### src/verilog/wcr_params.svh
// constants for the workspace context registers
`ifndef WCR_PARAMS_SVH
`define WCR_PARAMS_SVH

// reset values of the three internal registers
`define WCR_WP_RST      16'h0000
`define WCR_PC_RST      16'h0000
`define WCR_ST_RST      16'h0000

// workspace registers that receive the old context
`define WCR_LINK_WP     4'hD
`define WCR_LINK_PC     4'hE
`define WCR_LINK_ST     4'hF

// address steps in bytes
`define WCR_WORD_STEP   16'h0002
`define WCR_VEC_SHIFT   2

// status register field positions
`define WCR_ST_LGT      15
`define WCR_ST_AGT      14
`define WCR_ST_EQ       13
`define WCR_FLAGS_LSB   4
`define WCR_MASK_MSB    3

`endif

### src/verilog/wcr_pkg.sv
// types of the workspace context registers
`default_nettype none
package wcr_pkg;

  typedef enum logic [3:0] {
    WCR_OP_NOP      = 4'h0,
    WCR_OP_LOAD_WP  = 4'h1,
    WCR_OP_LOAD_PC  = 4'h2,
    WCR_OP_LOAD_FLG = 4'h3,
    WCR_OP_LOAD_MSK = 4'h4,
    WCR_OP_FETCH    = 4'h5,
    WCR_OP_REG_RD   = 4'h6,
    WCR_OP_REG_WR   = 4'h7,
    WCR_OP_REG_RDB  = 4'h8,
    WCR_OP_REG_WRB  = 4'h9,
    WCR_OP_SWITCH   = 4'hA,
    WCR_OP_RETURN   = 4'hB
  } wcr_op_t;

  typedef enum logic [2:0] {
    WCR_S_IDLE  = 3'h0,
    WCR_S_READ  = 3'h1,
    WCR_S_WRITE = 3'h2,
    WCR_S_VEC   = 3'h3,
    WCR_S_SAVE  = 3'h4,
    WCR_S_REST  = 3'h5
  } wcr_state_t;

endpackage
`default_nettype wire

### src/verilog/wcr_irq_gate.sv
// interrupt request synchroniser and priority gate
`timescale 1ns/1ps
`default_nettype none
module wcr_irq_gate (
  input  wire logic       clk,
  input  wire logic       nrst,
  input  wire logic       irq_req,
  input  wire logic [3:0] irq_level,
  input  wire logic [3:0] mask,
  output logic            irq_ok,
  output logic [3:0]      irq_level_s
);
  logic       req_m_r;
  logic       req_s_r;
  logic [3:0] lvl_m_r;
  logic [3:0] lvl_s_r;

  always_ff @(posedge clk or negedge nrst) begin
    if (!nrst) begin
      req_m_r <= 1'b0;
      req_s_r <= 1'b0;
      lvl_m_r <= 4'hF;
      lvl_s_r <= 4'hF;
    end else begin
      req_m_r <= irq_req;
      req_s_r <= req_m_r;
      lvl_m_r <= irq_level;
      lvl_s_r <= lvl_m_r;
    end
  end

  // level 0 is highest; accept equal or higher priority than the mask
  assign irq_ok      = req_s_r && (lvl_s_r <= mask);
  assign irq_level_s = lvl_s_r;
endmodule // wcr_irq_gate
`default_nettype wire

### src/verilog/wcr_context.sv
// workspace context registers: workspace base, next instruction pointer, status
// Operation
// - workspace base register locates a 16-word block used as general registers.
// - loading the workspace base makes the word there register 0.
// - no internal data registers; register access is a memory access off the base.
// - pointer advances on instruction fetch unless loaded by jump or context switch.
// - a context switch saves only base, pointer and status, never the register set.
// - status has data flags updated by data, and an interrupt mask field.
// - byte addressing over a 65,536 byte space.
// - memory is 32,768 sixteen-bit words; bytes are selected or merged internally.
// - context switch links the new workspace to the old one automatically.
// - old base, pointer and status go to registers 13, 14, 15 of new workspace.
// - maskable interrupt taken only when its level is equal or higher priority than the mask.
`timescale 1ns/1ps
`default_nettype none
`include "wcr_params.svh"
module wcr_context (
  input  wire logic        clk,
  input  wire logic        nrst,
  input  wire logic        cmd_valid,
  input  wire logic [3:0]  cmd_op,
  input  wire logic [15:0] cmd_data,
  input  wire logic [15:0] cmd_wdata,
  output logic             cmd_ready,
  output logic             rsp_valid,
  output logic [15:0]      rsp_data,
  input  wire logic        irq_req,
  input  wire logic [3:0]  irq_level,
  output logic             irq_ack,
  output logic [15:0]      wp_out,
  output logic [15:0]      next_instr_pointer,
  output logic [15:0]      processor_status,
  output logic             mem_req,
  output logic             mem_we,
  output logic [14:0]      mem_addr,
  output logic [15:0]      mem_wdata,
  input  wire logic        mem_ack,
  input  wire logic [15:0] mem_rdata
);
  wcr_pkg::wcr_state_t state_r;
  logic [1:0]          step_r;
  logic                rmw_r;
  logic                byte_r;
  logic                lo_r;
  logic [7:0]          bdata_r;
  logic [15:0]         vec_r;
  logic [15:0]         new_wp_r;
  logic [15:0]         new_pc_r;
  logic [15:0]         sv_wp_r;
  logic [15:0]         sv_pc_r;
  logic [15:0]         rs_wp_r;
  logic [15:0]         rs_pc_r;
  logic                irq_ok;
  logic [3:0]          irq_lvl;
  logic                take_cmd;
  logic                take_irq;
  logic                ack;
  logic                sw_done;
  logic                ret_done;
  logic                rd_done;
  wcr_pkg::wcr_op_t    op;

  // byte address of a workspace register; 16-bit sum wraps in the 64K space
  function automatic logic [15:0] reg_addr(input logic [15:0] base, input logic [3:0] n);
    reg_addr = base + {11'h000, n, 1'b0};
  endfunction

  // select the addressed byte of a word; even byte is the high half
  function automatic logic [7:0] pick_byte(input logic [15:0] w, input logic lo);
    pick_byte = lo ? w[7:0] : w[15:8];
  endfunction

  // word address of a workspace register
  function automatic logic [14:0] reg_word(input logic [15:0] base, input logic [3:0] n);
    logic [15:0] a;
    a        = reg_addr(base, n);
    reg_word = a[15:1];
  endfunction

  assign op       = wcr_pkg::wcr_op_t'(cmd_op);
  assign take_cmd = cmd_ready && cmd_valid;
  assign take_irq = (state_r == wcr_pkg::WCR_S_IDLE) && !take_cmd && irq_ok;
  assign ack      = mem_req && mem_ack;
  assign sw_done  = (state_r == wcr_pkg::WCR_S_SAVE) && ack && (step_r == 2'h2);
  assign ret_done = (state_r == wcr_pkg::WCR_S_REST) && ack && (step_r == 2'h2);
  assign rd_done  = (state_r == wcr_pkg::WCR_S_READ) && ack && !rmw_r;

  wcr_irq_gate u_gate (
    .clk         (clk),
    .nrst        (nrst),
    .irq_req     (irq_req),
    .irq_level   (irq_level),
    .mask        (processor_status[`WCR_MASK_MSB:0]),
    .irq_ok      (irq_ok),
    .irq_level_s (irq_lvl)
  );

  // ***************************************************************
  // workspace base register
  // ***************************************************************
  always_ff @(posedge clk or negedge nrst) begin
    if (!nrst) begin
      wp_out <= `WCR_WP_RST;
    end else if (take_cmd && op == wcr_pkg::WCR_OP_LOAD_WP) begin
      wp_out <= cmd_data;
    end else if (sw_done) begin
      wp_out <= new_wp_r;
    end else if (ret_done) begin
      wp_out <= rs_wp_r;
    end
  end

  // ***************************************************************
  // next instruction pointer
  // ***************************************************************
  always_ff @(posedge clk or negedge nrst) begin
    if (!nrst) begin
      next_instr_pointer <= `WCR_PC_RST;
    end else if (take_cmd && op == wcr_pkg::WCR_OP_LOAD_PC) begin
      next_instr_pointer <= cmd_data;
    end else if (take_cmd && op == wcr_pkg::WCR_OP_FETCH) begin
      next_instr_pointer <= next_instr_pointer + `WCR_WORD_STEP;
    end else if (sw_done) begin
      next_instr_pointer <= new_pc_r;
    end else if (ret_done) begin
      next_instr_pointer <= rs_pc_r;
    end
  end

  // ***************************************************************
  // status register: data flags and interrupt mask
  // ***************************************************************
  always_ff @(posedge clk or negedge nrst) begin
    if (!nrst) begin
      processor_status <= `WCR_ST_RST;
    end else if (take_cmd && op == wcr_pkg::WCR_OP_LOAD_FLG) begin
      processor_status[15:`WCR_FLAGS_LSB] <= cmd_data[15:`WCR_FLAGS_LSB];
    end else if (take_cmd && op == wcr_pkg::WCR_OP_LOAD_MSK) begin
      processor_status[`WCR_MASK_MSB:0] <= cmd_data[`WCR_MASK_MSB:0];
    end else if (rd_done && !byte_r) begin
      processor_status[`WCR_ST_LGT] <= (mem_rdata != 16'h0000);
      processor_status[`WCR_ST_AGT] <= !mem_rdata[15] && (mem_rdata != 16'h0000);
      processor_status[`WCR_ST_EQ]  <= (mem_rdata == 16'h0000);
    end else if (ret_done) begin
      processor_status <= mem_rdata;
    end
  end

  // ***************************************************************
  // sequencer and word memory port
  // ***************************************************************
  always_ff @(posedge clk or negedge nrst) begin
    if (!nrst) begin
      state_r   <= wcr_pkg::WCR_S_IDLE;
      step_r    <= 2'h0;
      rmw_r     <= 1'b0;
      byte_r    <= 1'b0;
      lo_r      <= 1'b0;
      bdata_r   <= 8'h00;
      vec_r     <= 16'h0000;
      new_wp_r  <= 16'h0000;
      new_pc_r  <= 16'h0000;
      sv_wp_r   <= 16'h0000;
      sv_pc_r   <= 16'h0000;
      rs_wp_r   <= 16'h0000;
      rs_pc_r   <= 16'h0000;
      cmd_ready <= 1'b0;
      rsp_valid <= 1'b0;
      rsp_data  <= 16'h0000;
      irq_ack   <= 1'b0;
      mem_req   <= 1'b0;
      mem_we    <= 1'b0;
      mem_addr  <= 15'h0000;
      mem_wdata <= 16'h0000;
    end else begin
      rsp_valid <= 1'b0;
      irq_ack   <= 1'b0;
      case (state_r)
        wcr_pkg::WCR_S_IDLE: begin
          cmd_ready <= 1'b1;
          if (take_cmd) begin
            rmw_r  <= (op == wcr_pkg::WCR_OP_REG_WRB);
            byte_r <= (op == wcr_pkg::WCR_OP_REG_RDB) || (op == wcr_pkg::WCR_OP_REG_WRB);
            lo_r   <= cmd_data[4];
            bdata_r <= cmd_wdata[7:0];
            mem_we <= 1'b0;
            case (op)
              wcr_pkg::WCR_OP_FETCH: begin
                mem_req   <= 1'b1;
                mem_addr  <= next_instr_pointer[15:1];
                cmd_ready <= 1'b0;
                state_r   <= wcr_pkg::WCR_S_READ;
              end
              wcr_pkg::WCR_OP_REG_RD, wcr_pkg::WCR_OP_REG_RDB,
              wcr_pkg::WCR_OP_REG_WRB: begin
                mem_req   <= 1'b1;
                mem_addr  <= reg_word(wp_out, cmd_data[3:0]);
                cmd_ready <= 1'b0;
                state_r   <= wcr_pkg::WCR_S_READ;
              end
              wcr_pkg::WCR_OP_REG_WR: begin
                mem_req   <= 1'b1;
                mem_we    <= 1'b1;
                mem_addr  <= reg_word(wp_out, cmd_data[3:0]);
                mem_wdata <= cmd_wdata;
                cmd_ready <= 1'b0;
                state_r   <= wcr_pkg::WCR_S_WRITE;
              end
              wcr_pkg::WCR_OP_SWITCH: begin
                vec_r     <= cmd_data;
                sv_wp_r   <= wp_out;
                sv_pc_r   <= next_instr_pointer;
                mem_req   <= 1'b1;
                mem_addr  <= cmd_data[15:1];
                step_r    <= 2'h0;
                cmd_ready <= 1'b0;
                state_r   <= wcr_pkg::WCR_S_VEC;
              end
              wcr_pkg::WCR_OP_RETURN: begin
                mem_req   <= 1'b1;
                mem_addr  <= reg_word(wp_out, `WCR_LINK_WP);
                step_r    <= 2'h0;
                cmd_ready <= 1'b0;
                state_r   <= wcr_pkg::WCR_S_REST;
              end
              default: begin
                rsp_valid <= 1'b0;
              end
            endcase
          end else if (take_irq) begin
            // vector pair of the level: base address is level times four
            vec_r     <= {10'h000, irq_lvl, 2'h0};
            sv_wp_r   <= wp_out;
            sv_pc_r   <= next_instr_pointer;
            irq_ack   <= 1'b1;
            mem_req   <= 1'b1;
            mem_we    <= 1'b0;
            mem_addr  <= {10'h000, irq_lvl, 1'b0};
            step_r    <= 2'h0;
            cmd_ready <= 1'b0;
            state_r   <= wcr_pkg::WCR_S_VEC;
          end
        end
        wcr_pkg::WCR_S_READ: begin
          if (ack) begin
            if (rmw_r) begin
              mem_we    <= 1'b1;
              mem_wdata <= lo_r ? {mem_rdata[15:8], bdata_r} : {bdata_r, mem_rdata[7:0]};
              state_r   <= wcr_pkg::WCR_S_WRITE;
            end else begin
              mem_req   <= 1'b0;
              rsp_valid <= 1'b1;
              rsp_data  <= byte_r ? {8'h00, pick_byte(mem_rdata, lo_r)} : mem_rdata;
              cmd_ready <= 1'b1;
              state_r   <= wcr_pkg::WCR_S_IDLE;
            end
          end
        end
        wcr_pkg::WCR_S_WRITE: begin
          if (ack) begin
            mem_req   <= 1'b0;
            mem_we    <= 1'b0;
            rsp_valid <= 1'b1;
            rsp_data  <= mem_wdata;
            cmd_ready <= 1'b1;
            state_r   <= wcr_pkg::WCR_S_IDLE;
          end
        end
        wcr_pkg::WCR_S_VEC: begin
          if (ack && step_r == 2'h0) begin
            new_wp_r <= mem_rdata;
            mem_addr <= vec_r[15:1] + 15'h0001;
            step_r   <= 2'h1;
          end else if (ack) begin
            new_pc_r  <= mem_rdata;
            mem_we    <= 1'b1;
            mem_addr  <= reg_word(new_wp_r, `WCR_LINK_WP);
            mem_wdata <= sv_wp_r;
            step_r    <= 2'h0;
            state_r   <= wcr_pkg::WCR_S_SAVE;
          end
        end
        wcr_pkg::WCR_S_SAVE: begin
          // only three words are stored; the register set stays in place
          if (ack && step_r == 2'h2) begin
            mem_req   <= 1'b0;
            mem_we    <= 1'b0;
            rsp_valid <= 1'b1;
            rsp_data  <= new_wp_r;
            cmd_ready <= 1'b1;
            state_r   <= wcr_pkg::WCR_S_IDLE;
          end else if (ack) begin
            mem_addr  <= reg_word(new_wp_r, (step_r == 2'h0) ? `WCR_LINK_PC : `WCR_LINK_ST);
            mem_wdata <= (step_r == 2'h0) ? sv_pc_r : processor_status;
            step_r    <= step_r + 2'h1;
          end
        end
        wcr_pkg::WCR_S_REST: begin
          if (ack && step_r == 2'h2) begin
            mem_req   <= 1'b0;
            rsp_valid <= 1'b1;
            rsp_data  <= rs_wp_r;
            cmd_ready <= 1'b1;
            state_r   <= wcr_pkg::WCR_S_IDLE;
          end else if (ack) begin
            if (step_r == 2'h0) begin
              rs_wp_r <= mem_rdata;
            end else begin
              rs_pc_r <= mem_rdata;
            end
            mem_addr <= reg_word(wp_out, (step_r == 2'h0) ? `WCR_LINK_PC : `WCR_LINK_ST);
            step_r   <= step_r + 2'h1;
          end
        end
        default: begin
          mem_req <= 1'b0;
          state_r <= wcr_pkg::WCR_S_IDLE;
        end
      endcase
    end
  end
endmodule // wcr_context
`default_nettype wire

### config.mk
export PLATFORM = sky130hd
export DESIGN_NAME = wcr_context
export DESIGN_NICKNAME = d
export VERILOG_FILES = /design/src/verilog/wcr_pkg.sv /design/src/verilog/wcr_irq_gate.sv /design/src/verilog/wcr_context.sv
export VERILOG_INCLUDE_DIRS = /design/src /design/src/verilog
export SDC_FILE = /design/constraint.sdc
export NUM_CORES = 1
export LEC_CHECK = 0
export BUFFER_PORTS_ARGS = -buffer_cell sky130_fd_sc_hd__buf_2
export CAP_MARGIN = 40
export CELL_PAD_IN_SITES_DETAIL_PLACEMENT = 0
export CELL_PAD_IN_SITES_GLOBAL_PLACEMENT = 1
export CORE_MARGIN = 2
export CORE_UTILIZATION = 49
export CTS_CLUSTER_DIAMETER = 40
export DETAILED_ROUTE_END_ITERATION = 7
export PLACE_DENSITY = 0.91
export SLEW_MARGIN = 40
export SYNTH_ARGS = -nofsm -noshare
export SYNTH_HDL_FRONTEND = slang
export SYNTH_SLANG_ARGS = --single-unit
export TNS_END_PERCENT = 10
### constraint.sdc
create_clock -name clk -period 10.9 [get_ports clk]
set_input_delay 2.18 -clock clk [delete_from_list [all_inputs] [get_ports clk]]
set_output_delay 2.18 -clock clk [all_outputs]
set_load 0.05 [all_outputs]
=== After elaboration in Yosys (flattened, before gate mapping) ===
Index checks and enable logic that the tools add are counted.

* Flip-flop bits (word level): 238
* Input bits: 61

* Add/subtract/negate cells: 8
* Bitwise operators: 5
* Magnitude comparators: 1
* Multiplexer cells: 101
* Reduce and logical (&&, ||, !) cells: 63
* Eq/ne operators: 44

{| class="wikitable"
|+ Operator list
! operator !! count
|-
| 16-bit two-way mux || 33
|-
| 16-bit case mux with 4 select lines || 2
|-
| 15-bit two-way mux || 8
|-
| 15-bit case mux with 4 select lines || 2
|-
| 16-bit by 5-bit adder with 16-bit output || 3
|-
| 16-bit by 5-bit adder with 16-bit output (second input constant) || 2
|-
| 2-bit inequality test (second input constant) || 15
|-
| 1-bit two-way mux || 28
|-
| 12-bit two-way mux || 2
|-
| 3-bit two-way mux || 8
|-
| 1-bit logical AND || 20
|-
| 4-bit nonzero test || 5
|-
| 16-bit by 2-bit adder with 16-bit output (second input constant) || 1
|-
| 4-bit by 3-bit equality test with 1-bit output (second input constant) || 4
|-
| 4-bit equality test (second input constant) || 4
|-
| 16-bit zero test || 1
|-
| 2-bit two-way mux || 8
|-
| 8-bit AND reduction || 2
|-
| 16-bit nonzero test || 1
|-
| 15-bit by 1-bit adder with 15-bit output (second input constant) || 1
|-
| 3-bit case mux with 5 select lines || 1
|-
| 7-bit AND reduction || 2
|-
| 13-bit two-way mux || 1
|-
| 2-bit by 1-bit inequality test with 1-bit output (second input constant) || 6
|-
| 34 further kinds || 62
|}

=== Logic depth before layout (Yosys ltp) ===
* Depth after elaboration: 7
* Depth in mapped cells: 17
* Gate-level depth less buffers: 12

=== Cells and area by module ===
A second synthesis with hierarchy kept.

* Cells, all modules: 1586
* Area total of the unflattened synthesis: 14036.0 um^2

{| class="wikitable"
|+ By module, submodules not included
! module !! area an instance (um^2) !! instances !! cells each
|-
| wcr_context || 13663.1 || 1 || 1562
|-
| wcr_irq_gate || 372.9 || 1 || 24
|}

=== Worst setup path after synthesis ===
No wires, ideal clock.

* Kind: input to register
* Start point: input cmd_op[3]
* End point: register mem_addr[14]
* Arrival: 4.765 ns
* Buffers on the path: 1
* Library setup time: 0.125 ns
* Setup slack: 6.010 ns
* Cell stages on the path: 13
* Cells stage by stage: buf_2 nor2b_1 nand3_1 nand2b_1 ha_1 inv_1 fa_1 nor2b_1 o2111ai_1 nor2_1 xor2_1 a221o_1 mux2_4

* Word-level cells in the longest chain between the ends: 5
* Elaborated cells between the ends (all ways): 13
* Those cells by class: eq/ne: 8; mux: 3; reduce/logical: 2

{| class="wikitable"
|+ RTL lines
! what !! RTL line !! source
|-
| start, declared || wcr_context.sv:21 || <nowiki>input wire logic [3:0] cmd_op,</nowiki>
|-
| 4-bit equality test or 4-bit by 3-bit equality test with 1-bit output (tied branches) || wcr_context.sv:187 || <nowiki>case (op)</nowiki>
|-
| 4-bit OR reduction (no source line) || n/a ||
|-
| 15-bit case mux with 4 select lines || wcr_context.sv:187 ||
|-
| 15-bit two-way mux || wcr_context.sv:181 || <nowiki>if (take_cmd) begin</nowiki>
|-
| 15-bit case mux with 4 select lines || wcr_context.sv:178 || <nowiki>case (state_r)</nowiki>
|-
| end signal, assigned || wcr_context.sv:190 || <nowiki>mem_addr <= next_instr_pointer[15:1];</nowiki>
|-
| end signal, assigned || wcr_context.sv:197 || <nowiki>mem_addr <= reg_word(wp_out, cmd_data[3:0]);</nowiki>
|-
| end signal, assigned || wcr_context.sv:204 || <nowiki>mem_addr <= reg_word(wp_out, cmd_data[3:0]);</nowiki>
|-
| end, declared || wcr_context.sv:35 || <nowiki>output logic [14:0] mem_addr,</nowiki>
|}

Parallel ways exist; a longest one is shown, timed or not.
A chain may end at the register's enable or synchronous reset.

=== Worst setup path in the final report ===
* Start point: input cmd_op[3]
* End point: register mem_addr[8]

Same word-level chain as after synthesis.

==> results.json <==
{
  "setup_viol": 0,
  "cts-resized-gates": 0,
  "avgSynthCellArea_um2": 8.84,
  "grt_pass1_wl_um": 79500,
  "drc_errors": 0,
  "areaGrowthSynthToFinish_pct": 17.5,
  "boundaryPins": 161,
  "fin_crit_ns": 5.07,
  "dp_cells": 2001,
  "skew_ns": 0.0150,
  "wire_per_inst_um": 25.9,
  "pre_cts_slack_ns": 5.37,
  "fin_tns_setup_ns": 0,
  "synthArstFlopShare_pct": 100,
  "critPathSlowestCell": "or4_1",
  "hold_viol": 0,
  "reg2reg_setup_slack_ns": 7.01,
  "viasPerCell": 6.49,
  "die_h_um": 172,
  "p_total_mw": 2.67,
  "drt_iter0_markers": 1715,
  "path_max_fanout": 13,
  "hold_ws_ns": 0.352,
  "stdcell_area_mm2": 0.0163,
  "overflow": 0,
  "netlist_area_mm2": 0.0139,
  "cts_made_buffers": 40,
  "critPathMaxStageDelay_ns": 0.51,
  "synthFlopType": "dfrtp_1",
  "ys_seq_elements": 237,
  "vias": 13456,
  "status": "completed",
  "ir_worst_vdd_v": 0.000133,
  "die_x_um": 172,
  "root_buffer": "clkbuf_16",
  "worstRegToRegCells": 14,
  "clkLatencyLatePin_ns": 0.53,
  "tritoncts": "yes",
  "ctsHoldBuffers": 0,
  "setup_slack_ns": 5.83,
  "start_util_pct": 49.8,
  "synth_warnings": 0,
  "fin_crit_sh_pct": 46.5,
  "slew_viol_final": 0,
  "synth_cells": 1570,
  "power_per_cell_area_mw_per_mm2": 164,
  "drive_above_1_share_pct": 21.0,
  "min_to": "u_gate.irq_level_s[1]",
  "clock_path_buffers": 3,
  "dp_hpwl_um": 38200,
  "relSlewSlack_pct": 41.1,
  "postCtsSetupBuffers": 0,
  "die-area_mm2": 0.0297,
  "grt_use_total_pct": 36.2,
  "crit_chain": "buf_2, nor2b_1, nand3_1, nand2b_1, ha_1, inv_1, fa_1, nor2b_1, o2111ai_1, or4_1, a31oi_1, a221oi_1, a21oi_1",
  "synth-seq-area-share_pct": 42.8,
  "worstSetupStartpointType": "primary input",
  "totalWireLength_um": 53700,
  "numPortBuffers": 160,
  "utilization_pct": 58.5,
  "reg2reg_from": "state_r[0]",
  "fp-row-count": 61,
  "grt_antenna_before_repair": 2,
  "clk_pin_slew_ns": 0.04,
  "holdPathStages": 0,
  "synth.distinct_cells": 77,
  "min-delay-start": "u_gate.lvl_m_r[1]",
  "cap_violations": 0,
  "final_cells": 2074,
  "worstSetupEndpointType": "flip-flop",
  "leakage_nw": 7.34,
  "rsz0062_at_grt": "false",
  "core_area_mm2": 0.0279,
  "critPathKind": "primary input to flip-flop",
  "first_global_vias": 12686,
  "required_ns": 11.34,
  "worstMarginPinSlew_ns": 0.876,
  "grt_max_degree": 129,
  "r2r_end": "mem_addr[14]",
  "hp-class": "flip-flop to flip-flop",
  "htreeDepth": 2,
  "path_common_cell": "nor2b_1",
  "synth_fp_nets": 1647,
  "diodes": 0,
  "ant_nets": 0,
  "place_area_mm2": 0.0149,
  "arrival_ns": 5.52,
  "nets": 1743,
  "clock.fmax_mhz": 197,
  "gp_congestion": 0.980,
  "cts.sink_count": 237,
  "drt-pass1-iter-count": 7,
  "synth-edff-count": 0
}
-- cells in the final DEF (no fill, tap or decap), types with 9 or more instances in the layout --
cell type / Yosys / final
a21oi_1: 55 / 54
mux2i_1: 78 / 78
mux2_2: 59 / 59
ha_1: 15 / 15
xor2_1: 19 / 19
dfrtp_1: 229 / 227
nand4_1: 12 / 12
nand3_1: 37 / 36
nor3_1: 23 / 22
buf_2: 38 / 159
a22oi_1: 19 / 19
nand2b_1: 12 / 12
a222oi_1: 10 / 10
buf_4: 7 / 19
xnor2_1: 26 / 26
a211oi_1: 13 / 13
a221oi_1: 25 / 25
inv_1: 21 / 21
nor4_1: 18 / 17
nand2_1: 352 / 349
clkbuf_16: 0 / 42
a22o_1: 9 / 9
a31oi_1: 22 / 22
nor2_1: 66 / 63
nor2b_1: 11 / 9
o21ai_0: 151 / 150
o22ai_1: 31 / 31
-- metal layers --
layer  vias to the layer above  track usage [%]  wire length, um
li1                       5846                -                -
met1                      6585             49.2            21600
met2                       869             56.3            24000
met3                       152             7.55             5570
met4                         4             15.2             2420
met5                         -                0               27
-- power breakdown --
part	internal (mW)	switching (mW)
Clock	0.876	0.457
Combinational	0.0919	0.261
Sequential	0.912	0.0726
-- area by class of cell --
| class | count | area [um2] |
|---|---|---|
| inverters | 21 | 78.8 |
| flip-flops and latches | 237 | 5940 |
| clock inverters | 23 | 298 |
| clock buffers | 49 | 1130 |
| well taps | 378 | 473 |
| multi-input cells | 1183 | 7350 |
| fillers | 2433 | 11600 |
| repair buffers | 183 | 1040 |
-- worst max-delay path by stage --
stage,cells after the start,end,from
floorplan,13,mem_addr[14],cmd_op[3]
global placement,13,mem_addr[8],cmd_op[3]
detailed placement,13,mem_addr[14],cmd_op[3]
CTS,13,mem_addr[14],cmd_op[3]
global route,13,mem_addr[8],cmd_op[3]
finish,13,mem_addr[8],cmd_op[3]
-- worst max-delay path, delay by kind of cell --
kind / cells / cell delay (ns)
adders and majority gates: 2 / 0.63
AOI/OAI and AO/OA: 4 / 0.77
buffers and inverters: 2 / 0.32
and+or+nand+nor: 5 / 1.63
-- synthesized netlist by cell type (6+ instances only) --
master    instances  share of area, %
o21ai_0         151               5.4
xor2_1           19               1.2
o22ai_1          31               1.4
nand4_1          12              0.54
and4_1            8              0.50
a22oi_1          19               1.0
clkbuf_1         73               2.0
buf_2            38               1.4
dfstp_2           8               1.5
a21oi_1          55               2.0
nor2b_1          11              0.50
nor4_1           18              0.81
a22o_1            9              0.57
a221oi_1         25               1.6
buf_1             6              0.16
o31ai_1           8              0.43
nand2b_1         12              0.54
o211ai_1          7              0.38
a31oi_1          22              0.99
o21a_1            6              0.32
and3_1            8              0.36
a211oi_1         13              0.70
dfrtp_1         229                41
mux2i_1          78               5.6
mux2_2           59               4.8
ha_1             15               1.4
xnor2_1          26               1.6
a222oi_1         10              0.72
nand3_1          37               1.3
inv_1            21              0.57
nor3_1           23              0.83
nor2_1           66               1.8
nand2_1         352               9.5
buf_4             7              0.38
-- logic make-up (layout without fill, tap and decap cells) --
family                   Yosys count  in the layout  share of synthesized area, %
flip-flops                       237            237                          42.8
AO/OA/AOI/OAI                    396            396                          18.2
XOR/XNOR                          45             45                          2.84
multiplexers                     138            138                          10.5
AND/OR/NAND/NOR                  588            588                          19.3
adder cells (fa/ha/maj)           16             16                          1.50
buffers and inverters            150            276                          4.81
(Power assumes the default switching activity.)
